--- config.mk ---
export PLATFORM = sky130hd
export DESIGN_NAME = hprw_sequencer
export DESIGN_NICKNAME = d
export VERILOG_FILES = /design/src/hdl/hprw_pkg.sv /design/src/hdl/hprw_key_hold.sv /design/src/hdl/hprw_sequencer.sv
export SDC_FILE = /design/constraint.sdc
export NUM_CORES = 1
export LEC_CHECK = 0
export ABC_AREA = 1
export BUFFER_PORTS_ARGS = -buffer_cell sky130_fd_sc_hd__buf_2
export CORE_ASPECT_RATIO = 1.5
export CORE_MARGIN = 2
export CORE_UTILIZATION = 30
export CTS_BUF_LIST = sky130_fd_sc_hd__clkbuf_2 sky130_fd_sc_hd__clkbuf_4 sky130_fd_sc_hd__clkbuf_8
export DETAILED_ROUTE_END_ITERATION = 8
export PLACE_DENSITY = 0.51
export SYNTH_ARGS = -nofsm -noshare
export SYNTH_HDL_FRONTEND = slang
export SYNTH_SLANG_ARGS = --single-unit
export TNS_END_PERCENT = 10
--- constraint.sdc ---
create_clock -name sys_clk -period 4.5 [get_ports sys_clk]
set_clock_uncertainty 0.05 [all_clocks]
set_input_delay 0.9 -clock sys_clk [delete_from_list [all_inputs] [get_ports sys_clk]]
set_output_delay 0.9 -clock sys_clk [all_outputs]
set_load 0.1 [all_outputs]
--- src/hdl/hprw_pkg.sv ---
package hprw_pkg;

	// Register byte offsets on the Wishbone slave.
	localparam logic [7:0] OFS_ATX_CFG = 8'h00;
	localparam logic [7:0] OFS_WDOG    = 8'h04;
	localparam logic [7:0] OFS_STATUS  = 8'h08;
	localparam logic [7:0] OFS_ANSWER  = 8'h0c;
	localparam logic [7:0] OFS_BOOT    = 8'h10;

	// Field positions inside the configuration write word.
	localparam int LEN_LSB     = 8;
	localparam int LEN_PRESENT = 16;

	// Function mask bits.
	localparam logic [7:0] FN_RST_INV   = 8'h02;
	localparam logic [7:0] FN_PWR_INV   = 8'h04;
	localparam logic [7:0] FN_WD_ACTIVE = 8'h08;
	localparam logic [7:0] FN_BLANK     = 8'h10;
	localparam logic [7:0] FN_KP_RST    = 8'h20;
	localparam logic [7:0] FN_KP_PON    = 8'h40;
	localparam logic [7:0] FN_KP_POFF   = 8'h80;

	// Command codes and the answer flag.
	localparam logic [7:0] CMD_STORE = 8'h04;
	localparam logic [7:0] CMD_ATX   = 8'h1c;
	localparam logic [7:0] CMD_WDOG  = 8'h1d;
	localparam logic [7:0] ANS_FLAG  = 8'h40;

	// Values after reset (factory boot state).
	localparam logic [7:0] MASK_RST = 8'h00;
	localparam logic [7:0] LEN_RST  = 8'h00;

	// Time base: all long times count in 1/32 second ticks.
	localparam int CLK_PERIOD_NS = 4;
	localparam int TICK_NS       = 31_250_000;
	localparam int TICK_CYC      = TICK_NS / CLK_PERIOD_NS;
	localparam int TICKS_PER_S   = 32;
	localparam int HOLD_LONG_MS  = 4000;
	localparam int HOLD_SHORT_MS = 250;
	localparam int RST_PULSE_MS  = 1000;
	localparam int EXTEND_MS     = 5000;
	localparam logic [8:0] HOLD_LONG_T  = 9'(HOLD_LONG_MS * TICKS_PER_S / 1000);
	localparam logic [8:0] HOLD_SHORT_T = 9'(HOLD_SHORT_MS * TICKS_PER_S / 1000);
	localparam logic [8:0] RST_PULSE_T  = 9'(RST_PULSE_MS * TICKS_PER_S / 1000);
	localparam logic [8:0] EXTEND_T     = 9'(EXTEND_MS * TICKS_PER_S / 1000);
	localparam logic [4:0] SEC_LAST_T   = 5'(TICKS_PER_S - 1);

	// One open-drain style line: drive value and its enable.
	typedef struct packed {
		logic drive_val;
		logic drive_en;
	} hprw_line_type;

	// Sequencer states.
	typedef enum logic [2:0] {
		ST_IDLE   = 3'b000,
		ST_RST    = 3'b001,
		ST_PWR    = 3'b010,
		ST_EXTEND = 3'b011,
		ST_REINIT = 3'b100,
		ST_WAIT   = 3'b101
	} hprw_state_type;

endpackage : hprw_pkg

--- src/hdl/hprw_key_hold.sv ---
`timescale 1ns/1ps
// Counts ticks of uninterrupted key hold; saturates at the top.
module hprw_key_hold (
	// Clock and reset.
	input  wire logic       sys_clk,
	input  wire logic       rst,
	// Synchronised key level and time base.
	input  wire logic       key_held,
	input  wire logic       tick,
	// Hold time in ticks.
	output logic [8:0]      held_ticks
);
	import hprw_pkg::*;

	logic [8:0] held_reg;  // Ticks seen while key stayed down.
	logic [8:0] held_next; // Next hold count.

	// Release clears the count so only an unbroken hold counts.
	assign held_next = !key_held ? 9'h000 :
		(tick && held_reg != 9'h1ff) ? held_reg + 9'h001 : held_reg;
	assign held_ticks = held_reg;

	// Hold counter.
	always_ff @(posedge sys_clk or posedge rst) begin
		if (rst) begin
			held_reg <= 9'h000;
		end else begin
			held_reg <= held_next;
		end
	end

	// A released key reads zero hold time one edge later.
	release_clears_a: assert property (@(posedge sys_clk) disable iff (rst)
		!key_held |=> held_reg == 9'h000)
		else $error("hold count survived a key release");
endmodule : hprw_key_hold

--- src/hdl/hprw_sequencer.sv ---
// Implementation choices: the address map and the Wishbone interface to the registers.
`timescale 1ns/1ps
// Host power and reset switch sequencer with watchdog.
module hprw_sequencer #(
	parameter int TICK_CYC_P = hprw_pkg::TICK_CYC // Clocks per 1/32 s.
) (
	// Clock and reset.
	input  wire logic                  sys_clk,
	input  wire logic                  rst,
	// Wishbone classic slave.
	input  wire logic                  wb_cyc_i,
	input  wire logic                  wb_stb_i,
	input  wire logic                  wb_we_i,
	input  wire logic [7:0]            wb_adr_i,
	input  wire logic [3:0]            wb_sel_i,
	input  wire logic [31:0]           wb_dat_i,
	output logic [31:0]                wb_dat_o,
	output logic                       wb_ack_o,
	// Pins from outside the clock domain.
	input  wire logic                  host_sense_i,
	input  wire logic                  key_confirm_i,
	input  wire logic                  key_cancel_i,
	// Host switch lines.
	output hprw_pkg::hprw_line_type    reset_line,
	output hprw_pkg::hprw_line_type    power_line,
	// Display side.
	output logic                       display_blank,
	output logic [1:0]                 message_code,
	output logic                       self_reinit
);
	import hprw_pkg::*;

	// Pin synchronisers: index 0 sense, 1 confirm, 2 cancel.
	logic [2:0] pin_raw;
	logic [2:0] sync1_reg;
	logic [2:0] sync2_reg;
	logic [8:0] held [2];
	logic       tick; // Time base; declared here for the hold timers.
	assign pin_raw = {key_cancel_i, key_confirm_i, host_sense_i};

	// Each pin passes two flops; hold timers sit on the keys only.
	genvar gi;
	generate
		for (gi = 0; gi < 3; gi++) begin : g_pin
			always_ff @(posedge sys_clk or posedge rst) begin
				if (rst) begin
					sync1_reg[gi] <= 1'b0;
					sync2_reg[gi] <= 1'b0;
				end else begin
					sync1_reg[gi] <= pin_raw[gi];
					sync2_reg[gi] <= sync1_reg[gi];
				end
			end
			if (gi > 0) begin : g_hold
				hprw_key_hold u_hold (
					.sys_clk    (sys_clk),
					.rst        (rst),
					.key_held   (sync2_reg[gi]),
					.tick       (tick),
					.held_ticks (held[gi-1])
				);
			end
		end
	endgenerate

	wire sense   = sync2_reg[0];
	logic sense_d_reg; // Sense one cycle ago, for rise detect.
	wire sense_rise = sense && !sense_d_reg;

	// Tick generator: one pulse each 1/32 second.
	logic [22:0] tick_cnt_reg;
	assign tick = (tick_cnt_reg == 23'(TICK_CYC_P - 1));

	always_ff @(posedge sys_clk or posedge rst) begin
		if (rst) begin
			tick_cnt_reg <= 23'h000000;
			sense_d_reg  <= 1'b0;
		end else begin
			tick_cnt_reg <= tick ? 23'h000000 : tick_cnt_reg + 23'h000001;
			sense_d_reg  <= sense;
		end
	end

	// Live and boot configuration.
	logic [7:0] mask_reg, mask_next;     // Enabled functions.
	logic [7:0] len_reg, len_next;       // Pulse length, 0 = default.
	logic [7:0] boot_mask_reg;           // Saved mask.
	logic [7:0] boot_len_reg;            // Saved length.
	hprw_state_type state_reg, state_next;

	// Bus decode. A write lands on the edge that raises ack.
	wire bus_req   = wb_cyc_i && wb_stb_i && !wb_ack_o;
	wire wr_go     = bus_req && wb_we_i && wb_sel_i[0];
	wire locked    = (state_reg == ST_REINIT) || (state_reg == ST_WAIT);
	// Commands are swallowed in ST_REINIT and ST_WAIT, until the keys come up.
	wire wr_cfg    = wr_go && !locked && wb_adr_i == OFS_ATX_CFG;
	wire wr_wdog   = wr_go && !locked && wb_adr_i == OFS_WDOG;
	wire wr_boot   = wr_go && !locked && wb_adr_i == OFS_BOOT;
	wire rd_answer = bus_req && !wb_we_i && wb_adr_i == OFS_ANSWER;
	wire reinit    = (state_reg == ST_REINIT);

	// Mask is byte 0, optional length byte 1 when flagged.
	assign mask_next = reinit ? boot_mask_reg :
		wr_cfg ? wb_dat_i[7:0] : mask_reg;
	assign len_next  = reinit ? boot_len_reg :
		!wr_cfg ? len_reg :
		wb_dat_i[LEN_PRESENT] ? wb_dat_i[LEN_LSB +: 8] : 8'h00;

	// Configuration registers; reinit reloads the boot copy.
	always_ff @(posedge sys_clk or posedge rst) begin
		if (rst) begin
			mask_reg      <= MASK_RST;
			len_reg       <= LEN_RST;
			boot_mask_reg <= MASK_RST;
			boot_len_reg  <= LEN_RST;
		end else begin
			mask_reg <= mask_next;
			len_reg  <= len_next;
			if (wr_boot) begin
				boot_mask_reg <= mask_reg;
				boot_len_reg  <= len_reg;
			end
		end
	end

	// Watchdog: seconds left, sub-second ticks, armed flag.
	logic [7:0] wd_cnt_reg;
	logic [4:0] wd_sub_reg;
	logic       wd_on_reg;
	wire wd_second = wd_on_reg && tick && wd_sub_reg == SEC_LAST_T;
	wire wd_expire = wd_second && wd_cnt_reg == 8'h01;

	// Zero disarms, nonzero re-arms; expiry and reinit disarm.
	always_ff @(posedge sys_clk or posedge rst) begin
		if (rst) begin
			wd_on_reg  <= 1'b0;
			wd_cnt_reg <= 8'h00;
			wd_sub_reg <= 5'h00;
		end else if (wr_wdog) begin
			wd_on_reg  <= wb_dat_i[7:0] != 8'h00;
			wd_cnt_reg <= wb_dat_i[7:0];
			wd_sub_reg <= 5'h00;
		end else if (wd_expire || reinit) begin
			wd_on_reg  <= 1'b0;
			wd_cnt_reg <= 8'h00;
		end else if (wd_on_reg && tick) begin
			wd_sub_reg <= wd_sub_reg + 5'h01;
			if (wd_second) begin
				wd_cnt_reg <= wd_cnt_reg - 8'h01;
			end
		end
	end

	// Keypad trigger conditions.
	wire kp_rst  = mask_reg[5] && sense && held[0] >= HOLD_LONG_T;
	wire kp_pon  = mask_reg[6] && !sense && held[0] >= HOLD_SHORT_T;
	wire kp_poff = mask_reg[7] && sense && held[1] >= HOLD_LONG_T;
	// Blank mode reboots the unit when the host comes up.
	wire blank_on  = (mask_reg & FN_BLANK) != 8'h00 && !sense;
	wire boot_rise = (mask_reg & FN_BLANK) != 8'h00 && sense_rise;

	// Pulse timer in ticks and the power-off direction flag.
	logic [8:0] pulse_reg, pulse_next;
	logic       poff_reg, poff_next;
	wire [8:0] pwr_len = (len_reg == 8'h00) ? 9'(TICKS_PER_S) :
		{1'b0, len_reg};
	wire pulse_done = tick && pulse_reg == 9'h001;

	// Sequencer next state.
	always_comb begin
		state_next = state_reg;
		pulse_next = tick ? pulse_reg - 9'h001 : pulse_reg;
		poff_next  = poff_reg;
		unique case (state_reg)
			ST_IDLE: begin
				if (kp_rst || wd_expire) begin
					state_next = ST_RST;
					pulse_next = RST_PULSE_T;
				end else if (kp_pon) begin
					state_next = ST_PWR;
					pulse_next = pwr_len;
					poff_next  = 1'b0;
				end else if (kp_poff) begin
					state_next = ST_PWR;
					pulse_next = pwr_len;
					poff_next  = 1'b1;
				end else if (boot_rise) begin
					state_next = ST_REINIT;
				end
			end
			ST_RST: begin
				if (pulse_done) begin
					state_next = ST_REINIT;
				end
			end
			ST_PWR: begin
				if (pulse_done && poff_reg && sync2_reg[2]) begin
					state_next = ST_EXTEND;
					pulse_next = EXTEND_T;
				end else if (pulse_done) begin
					state_next = poff_reg ? ST_WAIT : ST_REINIT;
				end
			end
			ST_EXTEND: begin
				// Key release or the 5 s cap ends the drive.
				if (!sync2_reg[2] || pulse_done) begin
					state_next = ST_WAIT;
				end
			end
			ST_REINIT: begin
				state_next = ST_WAIT;
			end
			ST_WAIT: begin
				// Keys must come up so one hold fires only once.
				if (!sync2_reg[1] && !sync2_reg[2]) begin
					state_next = ST_IDLE;
				end
			end
		endcase
	end

	// Line drive follows the next state so the pins are flops.
	wire rst_drive = (state_next == ST_RST);
	wire pwr_drive = (state_next == ST_PWR) || (state_next == ST_EXTEND);

	always_ff @(posedge sys_clk or posedge rst) begin
		if (rst) begin
			state_reg     <= ST_IDLE;
			pulse_reg     <= 9'h000;
			poff_reg      <= 1'b0;
			reset_line    <= '0;
			power_line    <= '0;
			display_blank <= 1'b0;
			message_code  <= 2'h0;
			self_reinit   <= 1'b0;
		end else begin
			state_reg  <= state_next;
			pulse_reg  <= pulse_next;
			poff_reg   <= poff_next;
			// Low by default, high when the invert bit is set.
			reset_line <= '{drive_val: mask_reg[1], drive_en: rst_drive};
			power_line <= '{drive_val: mask_reg[2], drive_en: pwr_drive};
			display_blank <= blank_on;
			// Message: 1 reset, 2 power on, 3 power off.
			message_code <= rst_drive ? 2'h1 :
				!pwr_drive ? 2'h0 : poff_next ? 2'h3 : 2'h2;
			self_reinit <= (state_next == ST_REINIT);
		end
	end

	// Answer register: code of the last accepted command.
	logic [7:0] ans_type_reg;
	logic       ans_valid_reg;
	wire        cmd_taken = wr_cfg || wr_wdog || wr_boot;
	wire [7:0]  cmd_code  = wr_cfg ? CMD_ATX : wr_wdog ? CMD_WDOG : CMD_STORE;

	// A new answer beats the read that would clear the flag.
	always_ff @(posedge sys_clk or posedge rst) begin
		if (rst) begin
			ans_type_reg  <= 8'h00;
			ans_valid_reg <= 1'b0;
		end else if (cmd_taken) begin
			ans_type_reg  <= cmd_code | ANS_FLAG;
			ans_valid_reg <= 1'b1;
		end else if (rd_answer) begin
			ans_valid_reg <= 1'b0;
		end
	end

	// Read mux; unmapped offsets read zero and still acknowledge.
	wire [7:0] mask_view = wd_on_reg ? (mask_reg | FN_WD_ACTIVE) :
		mask_reg;
	logic [31:0] rd_data;
	always_comb begin
		rd_data = 32'h00000000;
		unique case (wb_adr_i)
			OFS_ATX_CFG: rd_data = {16'h0000, len_reg, mask_reg};
			OFS_WDOG:    rd_data = {24'h000000, wd_cnt_reg};
			OFS_STATUS:  rd_data = {13'h0000, locked, sense,
				wd_on_reg, wd_cnt_reg, mask_view};
			OFS_ANSWER:  rd_data = {23'h000000, ans_valid_reg,
				ans_type_reg};
			default:     rd_data = 32'h00000000;
		endcase
	end

	// Classic Wishbone: ack one cycle after the strobe, then drop.
	always_ff @(posedge sys_clk or posedge rst) begin
		if (rst) begin
			wb_ack_o <= 1'b0;
			wb_dat_o <= 32'h00000000;
		end else begin
			wb_ack_o <= bus_req;
			wb_dat_o <= bus_req ? rd_data : 32'h00000000;
		end
	end

	// Lines float whenever the sequencer is idle.
	idle_lines_float_a: assert property (@(posedge sys_clk) disable iff (rst)
		state_reg == ST_IDLE |-> !reset_line.drive_en && !power_line.drive_en)
		else $error("line driven while idle");
	// Drive level matches the invert bit.
	reset_polarity_a: assert property (@(posedge sys_clk) disable iff (rst)
		reset_line.drive_en && $stable(mask_reg) |->
		reset_line.drive_val == mask_reg[1])
		else $error("reset line polarity wrong");
	// A keypad reset hold starts a reset pulse next cycle.
	keypad_reset_go_a: assert property (@(posedge sys_clk) disable iff (rst)
		state_reg == ST_IDLE && kp_rst |=> reset_line.drive_en)
		else $error("reset pulse missed after long hold");
	// Writes during the lockout change nothing.
	locked_ignores_a: assert property (@(posedge sys_clk) disable iff (rst)
		locked && !reinit && wr_go |=>
		$stable(mask_reg) && $stable(len_reg))
		else $error("command taken during lockout");
	// Power-on keystroke drives the power line.
	power_on_go_a: assert property (@(posedge sys_clk) disable iff (rst)
		state_reg == ST_IDLE && !kp_rst && !wd_expire && kp_pon
		|=> power_line.drive_en && message_code == 2'h2)
		else $error("power pulse missed for power on");
	// Extension lasts no more than the cap once started.
	extend_cap_a: assert property (@(posedge sys_clk) disable iff (rst)
		state_reg == ST_EXTEND |-> pulse_reg <= EXTEND_T)
		else $error("power-off extension too long");
	// Blanking tracks the enable bit and sense.
	blank_track_a: assert property (@(posedge sys_clk) disable iff (rst)
		##1 display_blank == $past(blank_on))
		else $error("display blank out of step");
	// Answer code is the command ORed with the flag.
	answer_code_a: assert property (@(posedge sys_clk) disable iff (rst)
		wr_wdog |=> ans_valid_reg && ans_type_reg == 8'h5d)
		else $error("bad answer code");
	// Expiry disarms and starts the host reset.
	expiry_reset_a: assert property (@(posedge sys_clk) disable iff (rst)
		wd_expire && !wr_wdog && state_reg == ST_IDLE
		|=> !wd_on_reg && reset_line.drive_en)
		else $error("watchdog expiry mishandled");
	// Zero write disarms, nonzero arms.
	wd_arm_a: assert property (@(posedge sys_clk) disable iff (rst)
		wr_wdog |=> wd_on_reg == ($past(wb_dat_i[7:0]) != 8'h00))
		else $error("watchdog arm state wrong");
	// Ack is a single-cycle answer to each strobe.
	bus_ack_a: assert property (@(posedge sys_clk) disable iff (rst)
		bus_req |=> wb_ack_o ##1 !wb_ack_o)
		else $error("wishbone ack timing wrong");

	reset_pulse_c: cover property (@(posedge sys_clk) disable iff (rst)
		state_reg == ST_RST ##1 state_reg == ST_REINIT);
	extend_c: cover property (@(posedge sys_clk) disable iff (rst)
		state_reg == ST_EXTEND);
	wd_expire_c: cover property (@(posedge sys_clk) disable iff (rst)
		wd_expire);
	boot_rise_c: cover property (@(posedge sys_clk) disable iff (rst)
		state_reg == ST_IDLE && boot_rise);
endmodule : hprw_sequencer

==> metrics.md <==
| Metric | Value |
|---|---|
| Final hold vios | `0` |
| Clock-pin slew on the worst setup and hold paths | `0.08 ns` |
| Placed cells | `1244` |
| Share of the synthesized area in the top cell type | `48.5%` |
| Slew margin rel. | `33.3%` |
| Number of max-cap violations | `0` |
| WP data arrival | `3.08 ns` |
| Cts bufs inserted | `17` |
| Max reg flops | `23` |
| Root Driver | `clkbuf_8` |
| Setup violators final | `0` |
| Later-pin clock latency in the skew report | `0.46 ns` |
| Synth unique cells | `45` |
| RSZ-0062 raised after global routing | `false` |
| Gr ovfl total | `0` |
| Longest Clk Path Bufs | `2` |
| Initial core utilization | `30.3%` |
| Core footprint | `23500 µm²` |
| DR DRC count | `0` |
| Worst hold path type | `reg -> reg` |
| Fillers | `2560` |
| Fin crit period | `2.77 ns` |
| Post-Layout Cell Count | `1275` |
| Max H-tree Level | `4` |
| Area leader, netlist | `dfrtp_1` |
| Drt pass-1 iters | `5` |
| Ys Warns | `0` |
| Mean Syn Cell Area | `8.09 µm²` |
| Slew @ Worst Pin | `0.998 ns` |
| Number of cell rows | `69` |
| Postcts setup bufs | `0` |
| Initial DRC count | `353` |
| CP cell instances | `buf_2 > nor2_1 > inv_1 > nor3_1 > nand2_1 > inv_1 > nand2_1 > nand2_1 > o211ai_1 > o21ai_0` |
| Die ar. | `25000 µm²` |
| Peak Freq | `0.361 GHz` |
| Cell area power density | `447 nW/µm²` |
| Port-buffer cells | `61` |
| GRT Overall Usage | `15.4%` |
| Largest fanout on the critical path | `32` |
| Synth Instances | `881` |
| Crit path top cell by count | `nand2_1` |
| Crit Path Class | `in -> reg` |
| CTS tree | `yes` |
| Vias in the first global route | `5623` |
| HPWL Detailed | `13200 µm` |
| Largest net degree at the start of global routing | `139` |
| DR vias/cell | `4.61` |
| First-pass GRT wire length | `29500 µm` |
| Die X | `130 µm` |
| CP Launch Type | `input pin` |
| IO Pins | `93` |
| Layout cells sized above 1 | `13.2%` |
| Cts repair resizes | `0` |
| Avg WL per Cell | `14.2 µm` |
| Post-synth EDFFs | `0` |
| CP endpoint kind | `flip-flop` |
| GPL Wtd Cong | `0.862` |
| CP Data Required Time | `4.81 ns` |
| Count of clock tree sinks | `138` |
| Fin nets | `1008` |
| Cell Area, Synth | `7120 µm²` |
| Main flop type after synthesis | `dfrtp_1` |
| Post-synth top cells | `178 x nand2_1, 138 x dfrtp_1, 129 x inv_1` |
| Run status | `finished, final reports clean` |
| Slew Viols, Final | `0` |
| VDD IR max | `0.401 mV` |
| Leakage | `0.00395 µW` |
| Final setup margin | `1.73 ns` |
| Routed Wire Length | `18200 µm` |
| Slowest CP cell | `nand2_1` |
| Asr flop ratio synth | `100%` |
| Most frequent cell after synthesis | `nand2_1` |
| Synth Register Bits | `138` |
| Number of antenna diodes | `0` |
| Sequential share of the synthesized area | `48.5%` |
| Pre-CTS setup slack | `1.26 ns` |
| Routed vias | `5877` |
| Initial antenna violation count | `0` |
| Syn-to-layout area delta | `14.2%` |
| Final TNS setup | `0 ns` |
| Die height | `193 µm` |
| Fin crit share | `61.5%` |
| Final ANT Viol Nets | `0` |
| CP peak stage delay | `0.74 ns` |
| Ranking of synthesized cells by area | `dfrtp_1 48%, nand2_1 9.4%, inv_1 6.8%, nor2_1 4.6%, o21ai_0 4.6%` |
| Hold Buf Count CTS | `0` |
[worst paths after layout]
path | slack (ns) | end | cells after the start | startpoint
max in group asynchronous | 3.23 | display_blank | 3 | rst
max reg2reg | 1.84 | ans_valid_reg | 8 | state_reg[1]
min in group asynchronous | 0.58 | wb_dat_o[16] | 3 | rst
min | 0.30 | sync2_reg[1] | 0 | sync1_reg[1]
max | 1.73 | len_reg[5] | 10 | wb_adr_i[1]
min reg2reg | 0.30 | sync2_reg[1] | 0 | sync1_reg[1]
[power by group]
group	total [µW]	internal, µW	switching [µW]
Sequential	1500	1370	124
Combinational	1030	247	784
Clock	1110	618	489
Total	3640	2240	1400
[metal layers]
metal / vias up / global-route usage, % / part of all wire [%]
met4: 0 / 6.12 / 2.6
met5: - / 0 / 0
met2: 119 / 26.9 / 52
met1: 2780 / 18.6 / 42
met3: 34 / 2.88 / 3.0
li1: 2944 / - / -
[cell families after synthesis]
| logic type | synth area share, % |
|---|---|
| and+or+nand+nor | 24.7 |
| buffers and inverters | 10.3 |
| AOI/OAI and AO/OA | 11.3 |
| DFF | 48.5 |
| xor gates and xnor gates | 3.07 |
| adders and majority gates | 2.11 |
| other | 0.0526 |
[final cells by class]
class	count	area, µm²	area share, %
timing repair buffer	64	340	4.18
inverter	141	534	6.57
sequential	138	3450	42.5
clock inverter	12	174	2.14
clock buffer	19	255	3.14
multi-input combinational	582	2980	36.6
tap	319	399	4.91
[placed cells by master (no fill, tap or decap), types with 2 or more instances in the layout]
cell type	count
clkinvlp_4	5
o21ai_1	4
buf_4	2
nor3_1	28
clkinv_2	4
inv_1	128
or2_2	2
and2_1	2
conb_1	13
buf_2	61
a21oi_1	31
a221oi_1	2
bufinv_16	4
o21ai_0	66
inv_2	8
nand3_4	2
nor2_4	4
o211ai_1	14
o22ai_1	11
a31oi_1	7
nor2_1	88
ha_1	12
xor2_1	22
nand2_1	178
dfrtp_1	138
nand4_1	20
nor4_1	7
nand3_1	41
nor2_2	6
xnor2_1	3
clkinv_1	3
clkbuf_8	18
nand2_2	4
o21a_1	4
[critical path, delay by kind of cell]
| kind | cells | cell delay [ns] |
|---|---|---|
| AO/OA/AOI/OAI | 2 | 0.31 |
| buffers and inverters | 3 | 0.41 |
| AND/OR/NAND/NOR | 5 | 1.44 |
[stage by stage]
stage	instance area [µm²]	hold WS, ns	power [µW]	util, %
detailed placement	7700	0.286	2560	32.8
floorplan	7170	0.281	2290	-
global route	8130	0.313	3870	34.6
finish	8130	0.302	3640	34.6
CTS	8130	0.304	3690	34.6
global placement	7700	0.282	2550	32.8
Note: power is estimated with default switching activity, not from simulation.
